--- config.mk ---
export PLATFORM = sky130hd
export DESIGN_NAME = stsr_device_flat
export DESIGN_NICKNAME = d
export VERILOG_FILES = /design/src/rtl/stsr_pkg.sv /design/src/rtl/stsr_if.sv /design/src/rtl/stsr_device.sv /design/src/rtl/stsr_tone_map.sv /design/src/flat_wrapper.sv
export VERILOG_INCLUDE_DIRS = /design/src /design/src/rtl
export SDC_FILE = /design/constraint.sdc
export NUM_CORES = 1
export LEC_CHECK = 0
export ABC_AREA = 1
export BUFFER_PORTS_ARGS = -buffer_cell sky130_fd_sc_hd__buf_4
export CAP_MARGIN = 15
export CELL_PAD_IN_SITES_DETAIL_PLACEMENT = 1
export CELL_PAD_IN_SITES_GLOBAL_PLACEMENT = 1
export CORE_MARGIN = 2
export CORE_UTILIZATION = 41
export DETAILED_ROUTE_END_ITERATION = 8
export HOLD_SLACK_MARGIN = 0.03
export PLACE_DENSITY = 0.81
export SYNTH_ARGS = -nofsm -noshare
export SYNTH_HDL_FRONTEND = slang
export SYNTH_HIERARCHICAL = 1
export SYNTH_SLANG_ARGS = --single-unit
--- constraint.sdc ---
create_clock -name clk_sys -period 2.85 [get_ports clk_sys]
set_input_delay 0.57 -clock clk_sys [delete_from_list [all_inputs] [get_ports clk_sys]]
set_output_delay 0.57 -clock clk_sys [all_outputs]
set_load 0.02 [all_outputs]
--- src/rtl/stsr_consts.svh ---
// Constants of the sub-audio tone select and report block
`ifndef STSR_CONSTS_SVH
`define STSR_CONSTS_SVH
`define STSR_ADDR_FEN 8'hc1
`define STSR_ADDR_SEL 8'hc2
`define STSR_ADDR_STATUS 8'hc6
`define STSR_ADDR_REPORT 8'hcc
`define STSR_FEN_TONE_DET 0
`define STSR_FEN_CODE_SQ 1
`define STSR_FEN_IRQ 2
`define STSR_FEN_TONE_TX 3
`define STSR_STAT_CODE_SQ 10
`define STSR_STAT_TONE 11
`define STSR_FEN_RESET 16'h0000
`define STSR_SEL_RESET 16'h0000
`define STSR_CODE_NONE 8'h00
`define STSR_CODE_LEARN 8'hc8
`define STSR_CODE_FIRST 8'hc9
`define STSR_CODE_LAST_LEARN 8'hef
`define STSR_CODE_ALLCALL 8'hf0
`define STSR_CODE_LAST_TONE 8'hfb
`define STSR_CODE_USER 8'hfc
`define STSR_CODE_EXT 8'hfd
`define STSR_CODE_CSOFF 8'hfe
`define STSR_CODE_INVALID 8'hff
`define STSR_FREQ_EXT 12'h287
`define STSR_FREQ_CSOFF 12'h540
`define STSR_CLK_HZ 64'h2625a00
`define STSR_CS_RATE_DBPS 64'h540
`define STSR_CS_BIT_CYCLES (`STSR_CLK_HZ * 64'ha / `STSR_CS_RATE_DBPS)
`endif

--- src/rtl/stsr_pkg.sv ---
// Types of the sub-audio tone select and report block
package stsr_pkg;
   typedef logic [7:0] stsr_code_t;
   typedef logic [11:0] stsr_freq_t;
   typedef struct packed {
      logic [15:0] fen;
      logic [15:0] sel;
      stsr_code_t report;
      logic irq;
      logic [15:0] rData;
      logic rValid;
      logic [1:0] csSync;
      logic [23:0] csShift;
      logic csMatch;
      logic [31:0] divCnt;
      logic genOn;
      stsr_freq_t genFreq;
      logic scanEn;
      logic scanAll;
      stsr_freq_t scanFreq;
   } stsr_dev_t;
   typedef enum logic [1:0] {HOST_IDLE, HOST_IRQRD, HOST_USERRD} stsr_hstate_t;
   typedef struct packed {
      stsr_hstate_t state;
      logic learning;
      logic wrEn;
      logic rdEn;
      logic [7:0] addr;
      logic [15:0] wData;
      logic rspValid;
      logic [15:0] rspData;
      stsr_code_t lastReport;
   } stsr_host_t;
endpackage : stsr_pkg

--- src/rtl/stsr_if.sv ---
// Register link between host and tone block
`timescale 1ns/100ps
interface stsr_if;
   logic wrEn;
   logic rdEn;
   logic [7:0] addr;
   logic [15:0] wData;
   logic [15:0] rData;
   logic rValid;
   logic toneIrq;
   modport dev (input wrEn, input rdEn, input addr, input wData,
      output rData, output rValid, output toneIrq);
   modport host (output wrEn, output rdEn, output addr, output wData,
      input rData, input rValid, input toneIrq);
endinterface : stsr_if

--- src/rtl/stsr_device.sv ---
// Device end: tone select, detection report and code squelch
`timescale 1ns/100ps
`include "stsr_consts.svh"
module stsr_device #(
   parameter int CS_BIT_CYCLES = int'(`STSR_CS_BIT_CYCLES)
) (
   input wire logic clk_sys,
   input wire logic rst_n,
   stsr_if.dev bus,
   input wire logic [5:0] rxTone,
   input wire stsr_pkg::stsr_freq_t userFreq,
   input wire logic csData,
   input wire logic [23:0] csPattern,
   input wire logic cs24,
   output logic genOn,
   output stsr_pkg::stsr_freq_t genFreq,
   output logic scanEn,
   output logic scanAll,
   output stsr_pkg::stsr_freq_t scanFreq,
   output logic csMatch
);
   import stsr_pkg::*;

   stsr_dev_t state_r;
   stsr_dev_t state_nxt;
   stsr_freq_t mapFreq;
   logic mapKnown;
   stsr_code_t selCode;
   stsr_code_t rxCode;
   stsr_code_t newReport;
   logic toneDetOn;
   logic codeSqOn;
   logic selIsTone;
   logic csTick;
   logic [23:0] csMask;
   logic [23:0] csBits;
   logic csHit;
   logic irqEvent;
   logic irqClear;
   logic toneValid;

   assign selCode = state_r.sel[7:0];

   stsr_tone_map u_map (
      .code(selCode),
      .userFreq(userFreq),
      .freq(mapFreq),
      .known(mapKnown)
   );

   always_comb begin
      state_nxt = state_r;

      // Tone squelch takes the receiver; code squelch only runs without it
      toneDetOn = state_r.fen[`STSR_FEN_TONE_DET];
      codeSqOn = state_r.fen[`STSR_FEN_CODE_SQ] & ~toneDetOn;
      selIsTone = (selCode >= `STSR_CODE_FIRST) && mapKnown;

      // Detector number n maps to code 200 + n
      rxCode = `STSR_CODE_LEARN + {2'b00, rxTone};
      // Numbers above 54 would take rxCode to 255 or wrap it past 255, so they are tested on rxTone

      // Classify what the detector hears
      if (!toneDetOn || rxTone == 6'h00) begin
         newReport = `STSR_CODE_NONE;
      end else if (rxCode == `STSR_CODE_ALLCALL) begin
         newReport = `STSR_CODE_ALLCALL;
      end else if (rxTone > 6'h36) begin
         newReport = `STSR_CODE_INVALID;
      end else if (selCode == `STSR_CODE_NONE) begin
         newReport = `STSR_CODE_NONE;
      end else if (selCode == `STSR_CODE_LEARN) begin
         // Learned result is a tone number, never the learning code
         if (rxCode <= `STSR_CODE_LAST_LEARN) begin
            newReport = rxCode;
         end else begin
            newReport = `STSR_CODE_INVALID;
         end
      end else if (selCode == rxCode) begin
         newReport = rxCode;
      end else begin
         newReport = `STSR_CODE_INVALID;
      end

      // Only entry into or exit from no-tone raises the interrupt
      irqEvent = ((state_r.report == `STSR_CODE_NONE) != (newReport == `STSR_CODE_NONE))
         && state_r.fen[`STSR_FEN_IRQ];
      irqClear = bus.rdEn && bus.addr == `STSR_ADDR_REPORT;
      state_nxt.report = newReport;
      if (irqEvent) begin
         state_nxt.irq = 1'b1;
      end else if (irqClear) begin
         state_nxt.irq = 1'b0;
      end

      toneValid = state_r.report != `STSR_CODE_NONE && state_r.report != `STSR_CODE_INVALID;

      // Register writes
      if (bus.wrEn) begin
         case (bus.addr)
            `STSR_ADDR_FEN: begin
               state_nxt.fen = bus.wData;
            end
            `STSR_ADDR_SEL: begin
               state_nxt.sel = bus.wData;
            end
            default: begin
               state_nxt.fen = state_r.fen;
            end
         endcase
      end

      // Register reads answer one cycle later; write-only ones read zero
      state_nxt.rValid = bus.rdEn;
      state_nxt.rData = 16'h0000;
      if (bus.rdEn) begin
         case (bus.addr)
            `STSR_ADDR_REPORT: begin
               state_nxt.rData = {8'h00, state_r.report};
            end
            `STSR_ADDR_STATUS: begin
               state_nxt.rData[`STSR_STAT_TONE] = toneValid;
               state_nxt.rData[`STSR_STAT_CODE_SQ] = state_r.csMatch;
            end
            default: begin
               state_nxt.rData = 16'h0000;
            end
         endcase
      end

      // Generator: silent for no-tone, learning and non-tone codes
      state_nxt.genOn = state_r.fen[`STSR_FEN_TONE_TX] && selIsTone;
      state_nxt.genFreq = selIsTone ? mapFreq : 12'h000;

      // Detector steering
      state_nxt.scanEn = toneDetOn;
      state_nxt.scanAll = toneDetOn && selCode == `STSR_CODE_LEARN;
      state_nxt.scanFreq = (toneDetOn && selIsTone) ? mapFreq : 12'h000;

      // Code squelch bit clock from a divider, data line synchronised
      state_nxt.csSync = {state_r.csSync[0], csData};
      csTick = state_r.divCnt >= 32'(CS_BIT_CYCLES - 1);
      if (!codeSqOn || csTick) begin
         state_nxt.divCnt = 32'h0000_0000;
      end else begin
         state_nxt.divCnt = state_r.divCnt + 32'h0000_0001;
      end
      // Least significant bit arrives first, so shift toward bit 0
      csBits = {state_r.csSync[1], state_r.csShift[23:1]};
      csMask = cs24 ? 24'hff_ffff : 24'h7f_ffff;
      if (cs24) begin
         csHit = ((csBits ^ csPattern) & csMask) == 24'h00_0000
            || ((csBits ^ ~csPattern) & csMask) == 24'h00_0000;
      end else begin
         csHit = ((csBits[23:1] ^ csPattern[22:0]) & csMask[22:0]) == 23'h00_0000
            || ((csBits[23:1] ^ ~csPattern[22:0]) & csMask[22:0]) == 23'h00_0000;
      end
      if (!codeSqOn) begin
         state_nxt.csMatch = 1'b0;
         state_nxt.csShift = 24'h00_0000;
      end else if (csTick) begin
         state_nxt.csShift = csBits;
         state_nxt.csMatch = csHit;
      end
   end

   always_ff @(posedge clk_sys) begin
      if (!rst_n) begin
         state_r <= '0;
         state_r.fen <= `STSR_FEN_RESET;
         state_r.sel <= `STSR_SEL_RESET;
      end else begin
         state_r <= state_nxt;
      end
   end

   assign bus.rData = state_r.rData;
   assign bus.rValid = state_r.rValid;
   assign bus.toneIrq = state_r.irq;
   assign genOn = state_r.genOn;
   assign genFreq = state_r.genFreq;
   assign scanEn = state_r.scanEn;
   assign scanAll = state_r.scanAll;
   assign scanFreq = state_r.scanFreq;
   assign csMatch = state_r.csMatch;
endmodule : stsr_device

--- src/rtl/stsr_tone_map.sv ---
// Tone code to frequency map, in tenths of a hertz
`timescale 1ns/100ps
`include "stsr_consts.svh"
module stsr_tone_map (
   input wire stsr_pkg::stsr_code_t code,
   input wire stsr_pkg::stsr_freq_t userFreq,
   output stsr_pkg::stsr_freq_t freq,
   output logic known
);
   import stsr_pkg::*;
   // Tone 51 first, tone 1 last
   localparam logic [51*12-1:0] FREQ_TABLE = {
      12'h9ed, 12'h8f3, 12'h811, 12'h7cb, 12'h7ae, 12'h76b, 12'h72b, 12'h6ed,
      12'h6b1, 12'h677, 12'h63e, 12'h271, 12'h2b5, 12'h9c7, 12'h972, 12'h920,
      12'h8d1, 12'h885, 12'h83b, 12'h7f3, 12'h788, 12'h746, 12'h707, 12'h6ca,
      12'h68f, 12'h656, 12'h61f, 12'h5ea, 12'h5b6, 12'h585, 12'h555, 12'h526,
      12'h4f9, 12'h4ce, 12'h4a4, 12'h47c, 12'h455, 12'h430, 12'h40b, 12'h3e8,
      12'h3ce, 12'h3b4, 12'h393, 12'h375, 12'h356, 12'h339, 12'h31d, 12'h302,
      12'h2e8, 12'h2cf, 12'h29e};
   logic [7:0] idx;
   always_comb begin
      idx = code - `STSR_CODE_FIRST;
      freq = 12'h000;
      known = 1'b1;
      if (code >= `STSR_CODE_FIRST && code <= `STSR_CODE_LAST_TONE) begin
         freq = FREQ_TABLE[12*idx +: 12];
      end else if (code == `STSR_CODE_USER) begin
         freq = userFreq;
      end else if (code == `STSR_CODE_EXT) begin
         freq = `STSR_FREQ_EXT;
      end else if (code == `STSR_CODE_CSOFF) begin
         freq = `STSR_FREQ_CSOFF;
      end else begin
         known = 1'b0;
      end
   end
endmodule : stsr_tone_map

--- src/flat_wrapper.sv ---
// flat-port wrapper written by rule: the top's interface ports become plain ports
module stsr_device_flat import stsr_pkg::*;
#(
   parameter int CS_BIT_CYCLES = int'(`STSR_CS_BIT_CYCLES)
)
  (clk_sys, rst_n, rxTone, userFreq, csData, csPattern, cs24, genOn, genFreq, scanEn, scanAll, scanFreq, csMatch, bus_wrEn, bus_rdEn, bus_addr, bus_wData, bus_rData, bus_rValid, bus_toneIrq);
  stsr_if bus_i ();
  input wire logic clk_sys;
  input wire logic rst_n;
  input wire logic [5:0] rxTone;
  input wire stsr_pkg::stsr_freq_t userFreq;
  input wire logic csData;
  input wire logic [23:0] csPattern;
  input wire logic cs24;
  output logic genOn;
  output stsr_pkg::stsr_freq_t genFreq;
  output logic scanEn;
  output logic scanAll;
  output stsr_pkg::stsr_freq_t scanFreq;
  output logic csMatch;
  input wire logic [$bits(bus_i.wrEn)-1:0] bus_wrEn;
  input wire logic [$bits(bus_i.rdEn)-1:0] bus_rdEn;
  input wire logic [$bits(bus_i.addr)-1:0] bus_addr;
  input wire logic [$bits(bus_i.wData)-1:0] bus_wData;
  output wire logic [$bits(bus_i.rData)-1:0] bus_rData;
  output wire logic [$bits(bus_i.rValid)-1:0] bus_rValid;
  output wire logic [$bits(bus_i.toneIrq)-1:0] bus_toneIrq;
  assign bus_i.wrEn = bus_wrEn;
  assign bus_i.rdEn = bus_rdEn;
  assign bus_i.addr = bus_addr;
  assign bus_i.wData = bus_wData;
  assign bus_rData = bus_i.rData;
  assign bus_rValid = bus_i.rValid;
  assign bus_toneIrq = bus_i.toneIrq;
  stsr_device #(.CS_BIT_CYCLES(CS_BIT_CYCLES)) u_core (.clk_sys(clk_sys), .rst_n(rst_n), .bus(bus_i), .rxTone(rxTone), .userFreq(userFreq), .csData(csData), .csPattern(csPattern), .cs24(cs24), .genOn(genOn), .genFreq(genFreq), .scanEn(scanEn), .scanAll(scanAll), .scanFreq(scanFreq), .csMatch(csMatch));
endmodule
**After elaboration in Yosys (flattened, before gate mapping)**

Index checks and enable logic that the tools add are counted.

- Equality and inequality tests: 12
- Multiplexer cells: 19
- $mul: 1
- Reduce and logical (&&, ||, !) cells: 33
- $add $sub $neg: 3
- Bitwise logic cells: 13
- Shifts and indexed selects: 1
- $lt $le $gt $ge: 5

Operator list:

| operator | number |
|---|---|
| variable part select 612 x 13 -> 12 bit, first input constant | 1 |
| equality test 8 bit, second input constant | 9 |
| two-way mux 8 bit | 7 |
| AND 24 bit | 2 |
| zero test 24 bit | 2 |
| bitwise XOR 24 bit | 2 |
| AND 23 bit | 2 |
| zero test 23 bit | 2 |
| bitwise XOR 23 bit | 2 |
| adder 32 x 1 -> 32 bit, second input constant | 1 |
| greater-or-equal comparator 32 x 19 -> 1 bit, second input constant | 1 |
| zero test 8 bit | 3 |
| two-way mux 12 bit | 2 |
| two-way mux 24 bit | 1 |
| NOT 24 bit | 1 |
| NOT 23 bit | 1 |
| two-way mux 11 bit | 2 |
| less-or-equal comparator 8 bit, second input constant | 2 |
| AND reduction 2 bit | 6 |
| multiplier 2 x 8 -> 10 bit, first input constant | 1 |
| adder 7 x 7 -> 8 bit, first input constant | 1 |
| equality test 8 bit | 1 |
| greater-or-equal comparator 8 bit, second input constant | 1 |
| logical AND 1 bit | 8 |
| other kinds (14) | 26 |

- Register bits: 124
- Output and inout port bits: 46
- Bits of input ports: 72
- Word-level logic and storage cells: 105

**Logic depth before layout (Yosys ltp)**

Gate-level depths: netlist of run 1.

- Word-level depth: 12
- Mapped depth: 18
- Mapped depth without buffers: 17

**Hierarchy**

The synthesis of run 1 kept the hierarchy.

Modules (own cells, without submodules):

| module | area each (um2) | sequential area each (um2) | times used | cells an instance |
|---|---|---|---|---|
| stsr_device | 5439.0 | 2342.2 | 1 | 685 |
| stsr_tone_map | 1486.4 | 0.0 | 1 | 292 |

**Worst setup path before layout of run 1**

No wires, ideal clock.

- Path kind: register to register
- From: register u_core.state_r, in the netlist u_core/selCode[0]
- To: register u_core.state_r, in the netlist u_core/genFreq[3]
- Required time: 2.723 ns
- Setup time: 0.127 ns
- Path buffers: 2
- Slack: 0.644 ns
- Clock period less this slack: 2.206 ns
- Stages on the path, launching flop included: 18
- Data arrival time: 2.080 ns
- Path through: dfxtp_1 buf_6 inv_2 ha_1 buf_2 clkinv_1 nor2_1 nor2_1 nand2_1 nand2_1 nand2_1 nand3_1 nand2_1 nand2_1 nand2_1 nand2_1 inv_1 nor2_1

- Elaborated cells on any way between the ends: 18
- Those cells by class: 1 x add/sub; 1 x mul; 2 x order compare; 3 x eq/ne; 1 x shift; 7 x mux; 3 x reduce/logical

RTL lines:

| item | line | RTL |
|---|---|---|
| from (decl) | stsr_device.sv:24 | `stsr_dev_t state_r;` |
| from (signal assigned) | stsr_device.sv:173 | `state_r <= state_nxt;` |
| subtractor 8 bit (no line) / equality test 8 bit (equally long branches) | -- |  |
| multiplier 2 x 8 -> 10 bit / two-way mux 11 bit (equally long branches) | stsr_tone_map.sv:26, stsr_tone_map.sv:29 |  |
| variable part select 612 x 13 -> 12 bit / two-way mux 12 bit (equally long branches) | stsr_tone_map.sv:26, stsr_tone_map.sv:27 |  |
| two-way mux 12 bit (*) | stsr_tone_map.sv:25 | `` if (code >= `STSR_CODE_FIRST && code <= `STSR_CODE_LAST_TONE) begin `` |
| net u_core.mapFreq[3] | stsr_device.sv:26 | `stsr_freq_t mapFreq;` |

Mark *: on every way through the listed nets, which the timed path passes. The rest lies on a longest branch.
A chain may end at the register's enable or synchronous reset.

**Worst setup path in the final report of run 1**

- From: register u_core.state_r, in the netlist u_core/selCode[3]
- To: register u_core.state_r, in the netlist u_core/scanFreq[5]

- Longest elaborated chain between the ends: 8
- Elaborated cells on any way between the ends: 19
- Those cells by class: 1 x add/sub; 1 x mul; 2 x order compare; 3 x eq/ne; 1 x shift; 7 x mux; 4 x reduce/logical

RTL lines:

| item | line | RTL |
|---|---|---|
| equality test 8 bit (no line) | -- |  |
| two-way mux 1 bit | stsr_tone_map.sv:31 | `` end else if (code == `STSR_CODE_CSOFF) begin `` |
| two-way mux 1 bit | stsr_tone_map.sv:29 | `` end else if (code == `STSR_CODE_EXT) begin `` |
| two-way mux 1 bit | stsr_tone_map.sv:27 | `` end else if (code == `STSR_CODE_USER) begin `` |
| two-way mux 1 bit (*) | stsr_tone_map.sv:25 |  |
| net u_core.mapKnown | stsr_device.sv:27 | `logic mapKnown;` |
| logical AND 1 bit (*) | stsr_device.sv:57 | `` selIsTone = (selCode >= `STSR_CODE_FIRST) && mapKnown; `` |
| logical AND 1 bit (*) | stsr_device.sv:138 | `state_nxt.scanFreq = (toneDetOn && selIsTone) ? mapFreq : 12'h000;` |
| AND reduction 2 bit (no line) (*) | -- |  |

Marked as above.

==> results.sh, run 1 <==
export IMPL_slew_limit_headroom_pct=59.2
export IMPL_final_hold_viol_count=0
export IMPL_drv_slew=0
export IMPL_synth_edf_count=0
export IMPL_r2r_cells=8
export IMPL_wl_met1_mm=8.78
export IMPL_p_sw_share_pct=20.1
export IMPL_intPower_mw=3.44
export IMPL_crit_fanout=12
export IMPL_wire_per_inst_um=15.5
export IMPL_cts_reportedPaths_clkPinSlew_ps=50
export IMPL_synth_xor_area_share_pct=9.34
export IMPL_area_growth_syn_to_layout_pct=20.5
export IMPL_peakVddDrop_mv=0.406
export IMPL_post_route_drc_count=0
export IMPL_routed_top_layer="met4"
export IMPL_crit_chain="nand2_1 > nor2_1 > nand2_1 > o21ai_0 > inv_1 > a211oi_1 > nand3_1 > nor2_1"
export IMPL_htreeDepth=4
export IMPL_wl_met3_um=665
export IMPL_p_seq_share_pct=38.5
export IMPL_synth_top_cell_by_area="dfxtp_1"
export IMPL_cp_slowest_stage_delay_ps=610
export IMPL_antenna_found_initial=0
export IMPL_rows=47
export IMPL_crit_end="u_core/scanFreq[5]$_SDFF_PN0_"
export IMPL_r2r_end="u_core/scanFreq[5]$_SDFF_PN0_"
export IMPL_cts_root_buf="clkbuf_16"
export IMPL_hold_class="primary input to flop"
export IMPL_r2r_slack_ps=410
export IMPL_cts_buffers=17
export IMPL_postRouteAntennaNets=0
export IMPL_port_buffers=103
export IMPL_synth_compound_area_share_pct=8.83
export IMPL_worstSetupStartpoint="u_core/selCode[3]$_SDFFE_PN0P_"
export IMPL_max_cap_viol_count=0
export IMPL_ys_ff_latch=117
export IMPL_crit_path_start_kind="flop"
export IMPL_synth_main_ff_cell="dfxtp_1"
export IMPL_cts_resized_gates=0
export IMPL_insertion_delay_ps=410
export IMPL_period_share_pct=85.6
export IMPL_synth_mux_area_share_pct=0
export IMPL_end_kind="flop"
export IMPL_clockPowerShare_pct=56.5
export IMPL_vias=6463
export IMPL_power_switching_mw=0.865
export IMPL_slowest_stage="dfxtp_1"
export IMPL_n_fill_cell=2128
export IMPL_die_y_um=134
export IMPL_synth_top_area_share_pct=33.8
export IMPL_viasPerCell=4.98
export IMPL_num_nets_final=1145
export IMPL_synth_distinct_cells=52
export IMPL_die_area_mm2=0.0179
export IMPL_synth_top_family_by_area="simple AND/OR/NAND/NOR gates"
export IMPL_post_synth_fa_ha_maj_area_fraction_pct=1.45
export IMPL_setup_viol=0
export IMPL_dr_wl_met2_mm=10.2
export IMPL_yosysWarnings=6
export IMPL_p_per_area_mw_per_mm2=515
export IMPL_crit_type="flop to flop"
export IMPL_netlist_area_mm2=0.00693
export IMPL_total_power_mw=4.30
export IMPL_async_reset_ff_share_pct=0
export IMPL_critPathArrivalTime_ps=2760
export IMPL_cts_sinks=117
export IMPL_status="complete, no violations"
export IMPL_worstHoldStart="csData"
export IMPL_tightest_slew_ps=612
export IMPL_synth_simple_area_share_pct=34.1
export IMPL_grt_pass1_wl_mm=33.0
export IMPL_start_util_pct=41.9
export IMPL_ys_seq_area_share_pct=33.8
export IMPL_core_area_mm2=0.0165
export IMPL_multi_input_area_mm2=0.00379
export IMPL_hold_buffers=0
export IMPL_die_w_um=134
export IMPL_leakagePower_nw=3.61
export IMPL_cts_path_max_buffers=2
export IMPL_grt_max_degree=27
export IMPL_final_cells=1298
export IMPL_ios=118
export IMPL_firstDrtPassIters=4
export IMPL_placed_cells=1266
export IMPL_ff_latch_area_mm2=0.00234
export IMPL_yosys_top_cells_area="dfxtp_1 34%, nand2_1 10%, nor2_1 8.7%, xor2_1 5.1%, inv_1 5.0%"
export IMPL_critPathRequiredTime_ps=3170
export IMPL_grt_use_total_pct=22.9
export IMPL_drive_gt1_share_pct=18.6
export IMPL_insertedDiodeCount=0
export IMPL_gp_congestion=0.922
export IMPL_finClkSkew_ps=7.44
export IMPL_fmax_ghz=0.410
export IMPL_grt_setup_unrepaired="no"
export IMPL_fin_crit_ps=2440
export IMPL_pwr_share_comb_pct=5.0
export IMPL_worstReg2RegStart="u_core/selCode[3]$_SDFFE_PN0P_"
export IMPL_finalSetupTns_ps=0
export IMPL_post_cts_buffers=0
export IMPL_routed_wl_mm=20.1
export IMPL_syn_area_per_cell_um2=7.09
export IMPL_drt_initial_drc_count=395
export IMPL_grt_ovfl_total=0
export IMPL_grt_pass1_vias=6823
export IMPL_dp_hpwl_mm=15.2
export IMPL_cts_tree="built"
export IMPL_synthCells=977
==> power groups by stage <==
stage                     clock, mW  sequential [mW]  combinational (mW)
after floorplan                   0             1.69               0.107
after global placement            0             1.69               0.209
after detailed placement          0             1.69               0.214
after CTS                      2.47             1.65               0.217
after global routing           2.55             1.65               0.241
final                          2.43             1.65               0.217
==> cell usage after synthesis (all sizes together), types with 2 or more instances <==
cell    count
clkbuf     11
o21ai      64
nor2      179
buf        52
nand3      65
nor4       12
dfxtp     117
clkinv      2
nand2     201
o211ai      4
a211oi      7
a21oi      24
xor2       44
xnor2      23
ha          8
o21a        2
nand4      25
inv       102
nor3       23
==> registers in the layout (all words and copies together), names as in the netlist, 2 cells and up <==
signal,count
u_core/scanFreq,12
u_core/selCode,8
u_core/bus.rData,10
u_core/state_nxt,2
u_core/state_r,43
u_core/csBits,24
u_core/genFreq,12
==> kinds of logic after synthesis <==
family | Yosys count
and+or+nand+nor | 509
buffers and inverters | 167
DFF | 117
AOI/OAI and AO/OA | 108
xor gates and xnor gates | 67
adders and majority gates | 8
other | 1
==> metrics by stage <==
step                utilization (%)  hold slack, ps  area [µm²]  worst slack (ps)
floorplan                         -             390        6990               644
global placement               46.4             408        7660               508
detailed placement             46.4             427        7660               451
CTS                            50.5             370        8340               384
global route                   50.5             376        8340              96.3
finish                         50.5             385        8340               409
==> cells in the final DEF, fill, tap and decap left out, types with 2 or more instances in the layout <==
master | synthesis | final
nand2_1 | 192 | 192
nor2_1 | 161 | 161
dfxtp_1 | 117 | 117
buf_4 | 40 | 114
inv_1 | 93 | 93
nand3_1 | 60 | 60
o21ai_0 | 57 | 57
xor2_1 | 40 | 40
nand4_1 | 24 | 24
a21oi_1 | 24 | 24
xnor2_1 | 22 | 22
nor3_1 | 20 | 20
conb_1 | 1 | 19
clkbuf_16 | 0 | 17
nor2_4 | 13 | 13
nor4_1 | 11 | 11
ha_1 | 8 | 8
inv_2 | 7 | 7
nand2_2 | 7 | 7
bufinv_16 | 0 | 6
a211oi_1 | 6 | 6
nand3_2 | 5 | 5
o21ai_1 | 5 | 5
o211ai_1 | 4 | 4
clkinvlp_4 | 0 | 3
nor3_2 | 3 | 3
nor2_2 | 3 | 3
clkbuf_8 | 0 | 2
clkinv_4 | 0 | 2
nand2_4 | 2 | 2
nor2_8 | 2 | 2
inv_4 | 2 | 2
clkinv_1 | 2 | 2
o21a_1 | 2 | 2
xor2_4 | 2 | 2
xor2_2 | 2 | 2
o21ai_2 | 2 | 2
==> critical path: cells and delay by family (launching register included) <==
| kind | cells | cell delay, ps |
|---|---|---|
| compound gates | 2 | 520 |
| simple gates | 5 | 1140 |
| flops | 1 | 610 |
| buf+inv | 1 | 70 |
==> how the worst min path moves through the flow <==
stage          slack, ps  cells after the start                         endpoint
6_report             390                      3  u_core/state_nxt[85]$_SDFF_PN0_
4_1_cts              370                      3  u_core/state_nxt[85]$_SDFF_PN0_
5_1_grt              380                      3  u_core/state_nxt[85]$_SDFF_PN0_
2_1_floorplan        390                      2     u_core/csBits[23]$_SDFF_PN0_
3_5_place_dp         430                      2     u_core/csBits[23]$_SDFF_PN0_
3_3_place_gp         410                      2     u_core/csBits[23]$_SDFF_PN0_
==> cell type report <==
type | instances | share of cell area, %
multi-input cells | 711 | 45.5
flip-flops and latches | 117 | 28.1
repair buffers | 114 | 10.3
clock buffers | 20 | 5.47
inverters | 104 | 4.74
well taps | 220 | 3.30
clock inverters | 12 | 2.70
==> per-layer routing <==
metal / track usage (%) / vias up
met1: 27.9 / 3063
met4: 8.92 / 0
met2: 40.7 / 119
met3: 3.29 / 30
met5: 0 / -
li1: - / 3251
(Power assumes the default switching activity.)
==> run 2, diff against run 1 <==
==> constraint.sdc (replaced) <==
create_clock -name clk_sys -period 2.85 [get_ports clk_sys]
set_input_delay 0.1425 -clock clk_sys [delete_from_list [all_inputs] [get_ports clk_sys]]
set_output_delay 0.1425 -clock clk_sys [all_outputs]
set_load 0.02 [all_outputs]
==> results.sh, run 2 (synthesized netlist as in run 1, its figures left out) <==
export IMPL_pre_cts_ws_ps=369
export IMPL_grt_use_total_pct=22.8
export IMPL_placed_cells=1263
export IMPL_grt_setup_unrepaired="no"
export IMPL_antenna_found_initial=0
export IMPL_ff_latch_area_mm2=0.00234
export IMPL_fmax_ghz=0.388
export IMPL_finalSetupTns_ps=0
export IMPL_fin_crit_ps=2580
export IMPL_setup_viol=0
export IMPL_finClkSkew_ps=6.09
export IMPL_leakagePower_nw=3.59
export IMPL_drt_initial_drc_count=427
export IMPL_post_route_drc_count=0
export IMPL_insertion_delay_ps=410
export IMPL_hold_slack_ps=71.5
export IMPL_crit_fanout=12
export IMPL_tightest_slew_ps=589
export IMPL_firstDrtPassIters=5
export IMPL_cts_tree="built"
export IMPL_wl_met3_um=636
export IMPL_dr_wl_met2_mm=10.3
export IMPL_grt_ovfl_total=0
export IMPL_routed_top_layer="met4"
export IMPL_slowest_stage="dfxtp_1"
export IMPL_cts_sinks=117
export IMPL_crit_path_start_kind="flop"
export IMPL_cts_path_max_buffers=2
export IMPL_dp_hpwl_mm=15.0
export IMPL_gp_congestion=0.924
export IMPL_insertedDiodeCount=0
export IMPL_p_per_area_mw_per_mm2=468
export IMPL_area_growth_syn_to_layout_pct=19.6
export IMPL_drv_slew=0
export IMPL_wire_per_inst_um=15.4
export IMPL_num_nets_final=1152
export IMPL_start_util_pct=41.9
export IMPL_cts_resized_gates=0
export IMPL_ios=118
export IMPL_cp_slowest_stage_delay_ps=620
export IMPL_status="complete, no violations"
export IMPL_grt_pass1_vias=6617
export IMPL_port_buffers=103
export IMPL_cts_root_buf="clkbuf_16"
export IMPL_max_cap_viol_count=0
export IMPL_mostFrequentLayoutCells="192 x nand2_1, 161 x nor2_1, 117 x dfxtp_1"
export IMPL_routed_wl_mm=20.1
export IMPL_die_area_mm2=0.0179
export IMPL_viasPerCell=5.00
export IMPL_path_buf_inv=1
export IMPL_crit_chain="nand2_1 > nor2_1 > nand2_1 > o21ai_0 > inv_1 > a211oi_1 > nand3_1 > nor2_1"
export IMPL_grt_max_degree=27
export IMPL_cts_reportedPaths_clkPinSlew_ps=50
export IMPL_end_kind="flop"
export IMPL_wl_met1_mm=8.81
export IMPL_final_cells=1301
export IMPL_crit_family="simple AND/OR/NAND/NOR gates"
export IMPL_peakVddDrop_mv=0.404
export IMPL_layout_commonest_cell="nand2_1"
export IMPL_core_area_mm2=0.0165
export IMPL_period_share_pct=90.4
export IMPL_cts_buffers=17
export IMPL_slew_limit_headroom_pct=60.7
export IMPL_rows=47
export IMPL_largest_register="u_core/state_r"
export IMPL_htreeDepth=4
export IMPL_die_y_um=134
export IMPL_worst_slack_ps=274
export IMPL_worstHoldPathCells=5
export IMPL_crit_type="flop to flop"
export IMPL_multi_input_area_mm2=0.00379
export IMPL_n_fill_cell=2135
export IMPL_drive_gt1_share_pct=17.8
export IMPL_grt_pass1_wl_mm=32.8
export IMPL_final_hold_viol_count=0
export IMPL_post_cts_buffers=0
export IMPL_largest_reg_flops=43
export IMPL_critPathArrivalTime_ps=2890
export IMPL_crit_cells=8
export IMPL_r2r_cells=8
export IMPL_hold_class="primary input to flop"
export IMPL_die_w_um=134
export IMPL_vias=6511
export IMPL_postRouteAntennaNets=0
export IMPL_critPathRequiredTime_ps=3170
run 2: worst register-to-register path, delay by kind of cell (launching register included):
| kind | cells | cell delay (ps) |
|---|---|---|
| flops | 1 | 620 |
| buf+inv | 1 | 70 |
| simple gates | 5 | 1250 |
| compound gates | 2 | 540 |
run 2: area by class of cell:
cell class	count	share of cell area, %
Clock buffer	22	5.60
Clock inverter	6	0.967
Inverter	104	4.77
Multi-Input combinational cell	711	45.8
Sequential cell	117	28.3
Tap cell	220	3.32
Timing Repair Buffer	121	11.3
run 2: what timing repair did:
item                                    CTS  global route
endpoints found under the setup margin    0             0
hold buffers                             10             0
hold endpoints to repair                 12             0
run 2: final timing paths:
check	startpoint	to	slack [ps]
worst max-delay path	u_core/selCode[3]$_SDFFE_PN0P_	u_core/scanFreq[5]$_SDFF_PN0_	270
worst max register to register	u_core/selCode[3]$_SDFFE_PN0P_	u_core/scanFreq[5]$_SDFF_PN0_	270
worst min-delay path	userFreq[3]	u_core/scanFreq[3]$_SDFF_PN0_	70
worst min register to register	u_core/state_nxt[85]$_SDFF_PN0_	u_core/csBits[23]$_SDFF_PN0_	420
run 2: per-layer routing:
metal	global-route usage, %	vias to the layer above
li1	-	3254
met1	27.7	3117
met4	6.44	0
met2	41.2	115
met3	3.89	25
met5	0	-
run 2: where the power goes:
part	leakage (nW)	total, mW	internal (mW)	switching [mW]
clock	0.271	1.99	1.30	0.687
sequential	0.948	1.66	1.65	0.00561
combinational	2.37	0.227	0.109	0.118
total	3.59	3.87	3.06	0.811
run 2: metrics by stage:
stage / instance area (µm²) / power (mW) / utilization (%)
3_3_place_gp: 7640 / 1.90 / 46.2
5_1_grt: 8280 / 4.01 / 50.1
2_1_floorplan: 6990 / 1.80 / -
4_1_cts: 8280 / 3.91 / 50.1
6_report: 8280 / 3.87 / 50.1
3_5_place_dp: 7640 / 1.90 / 46.2
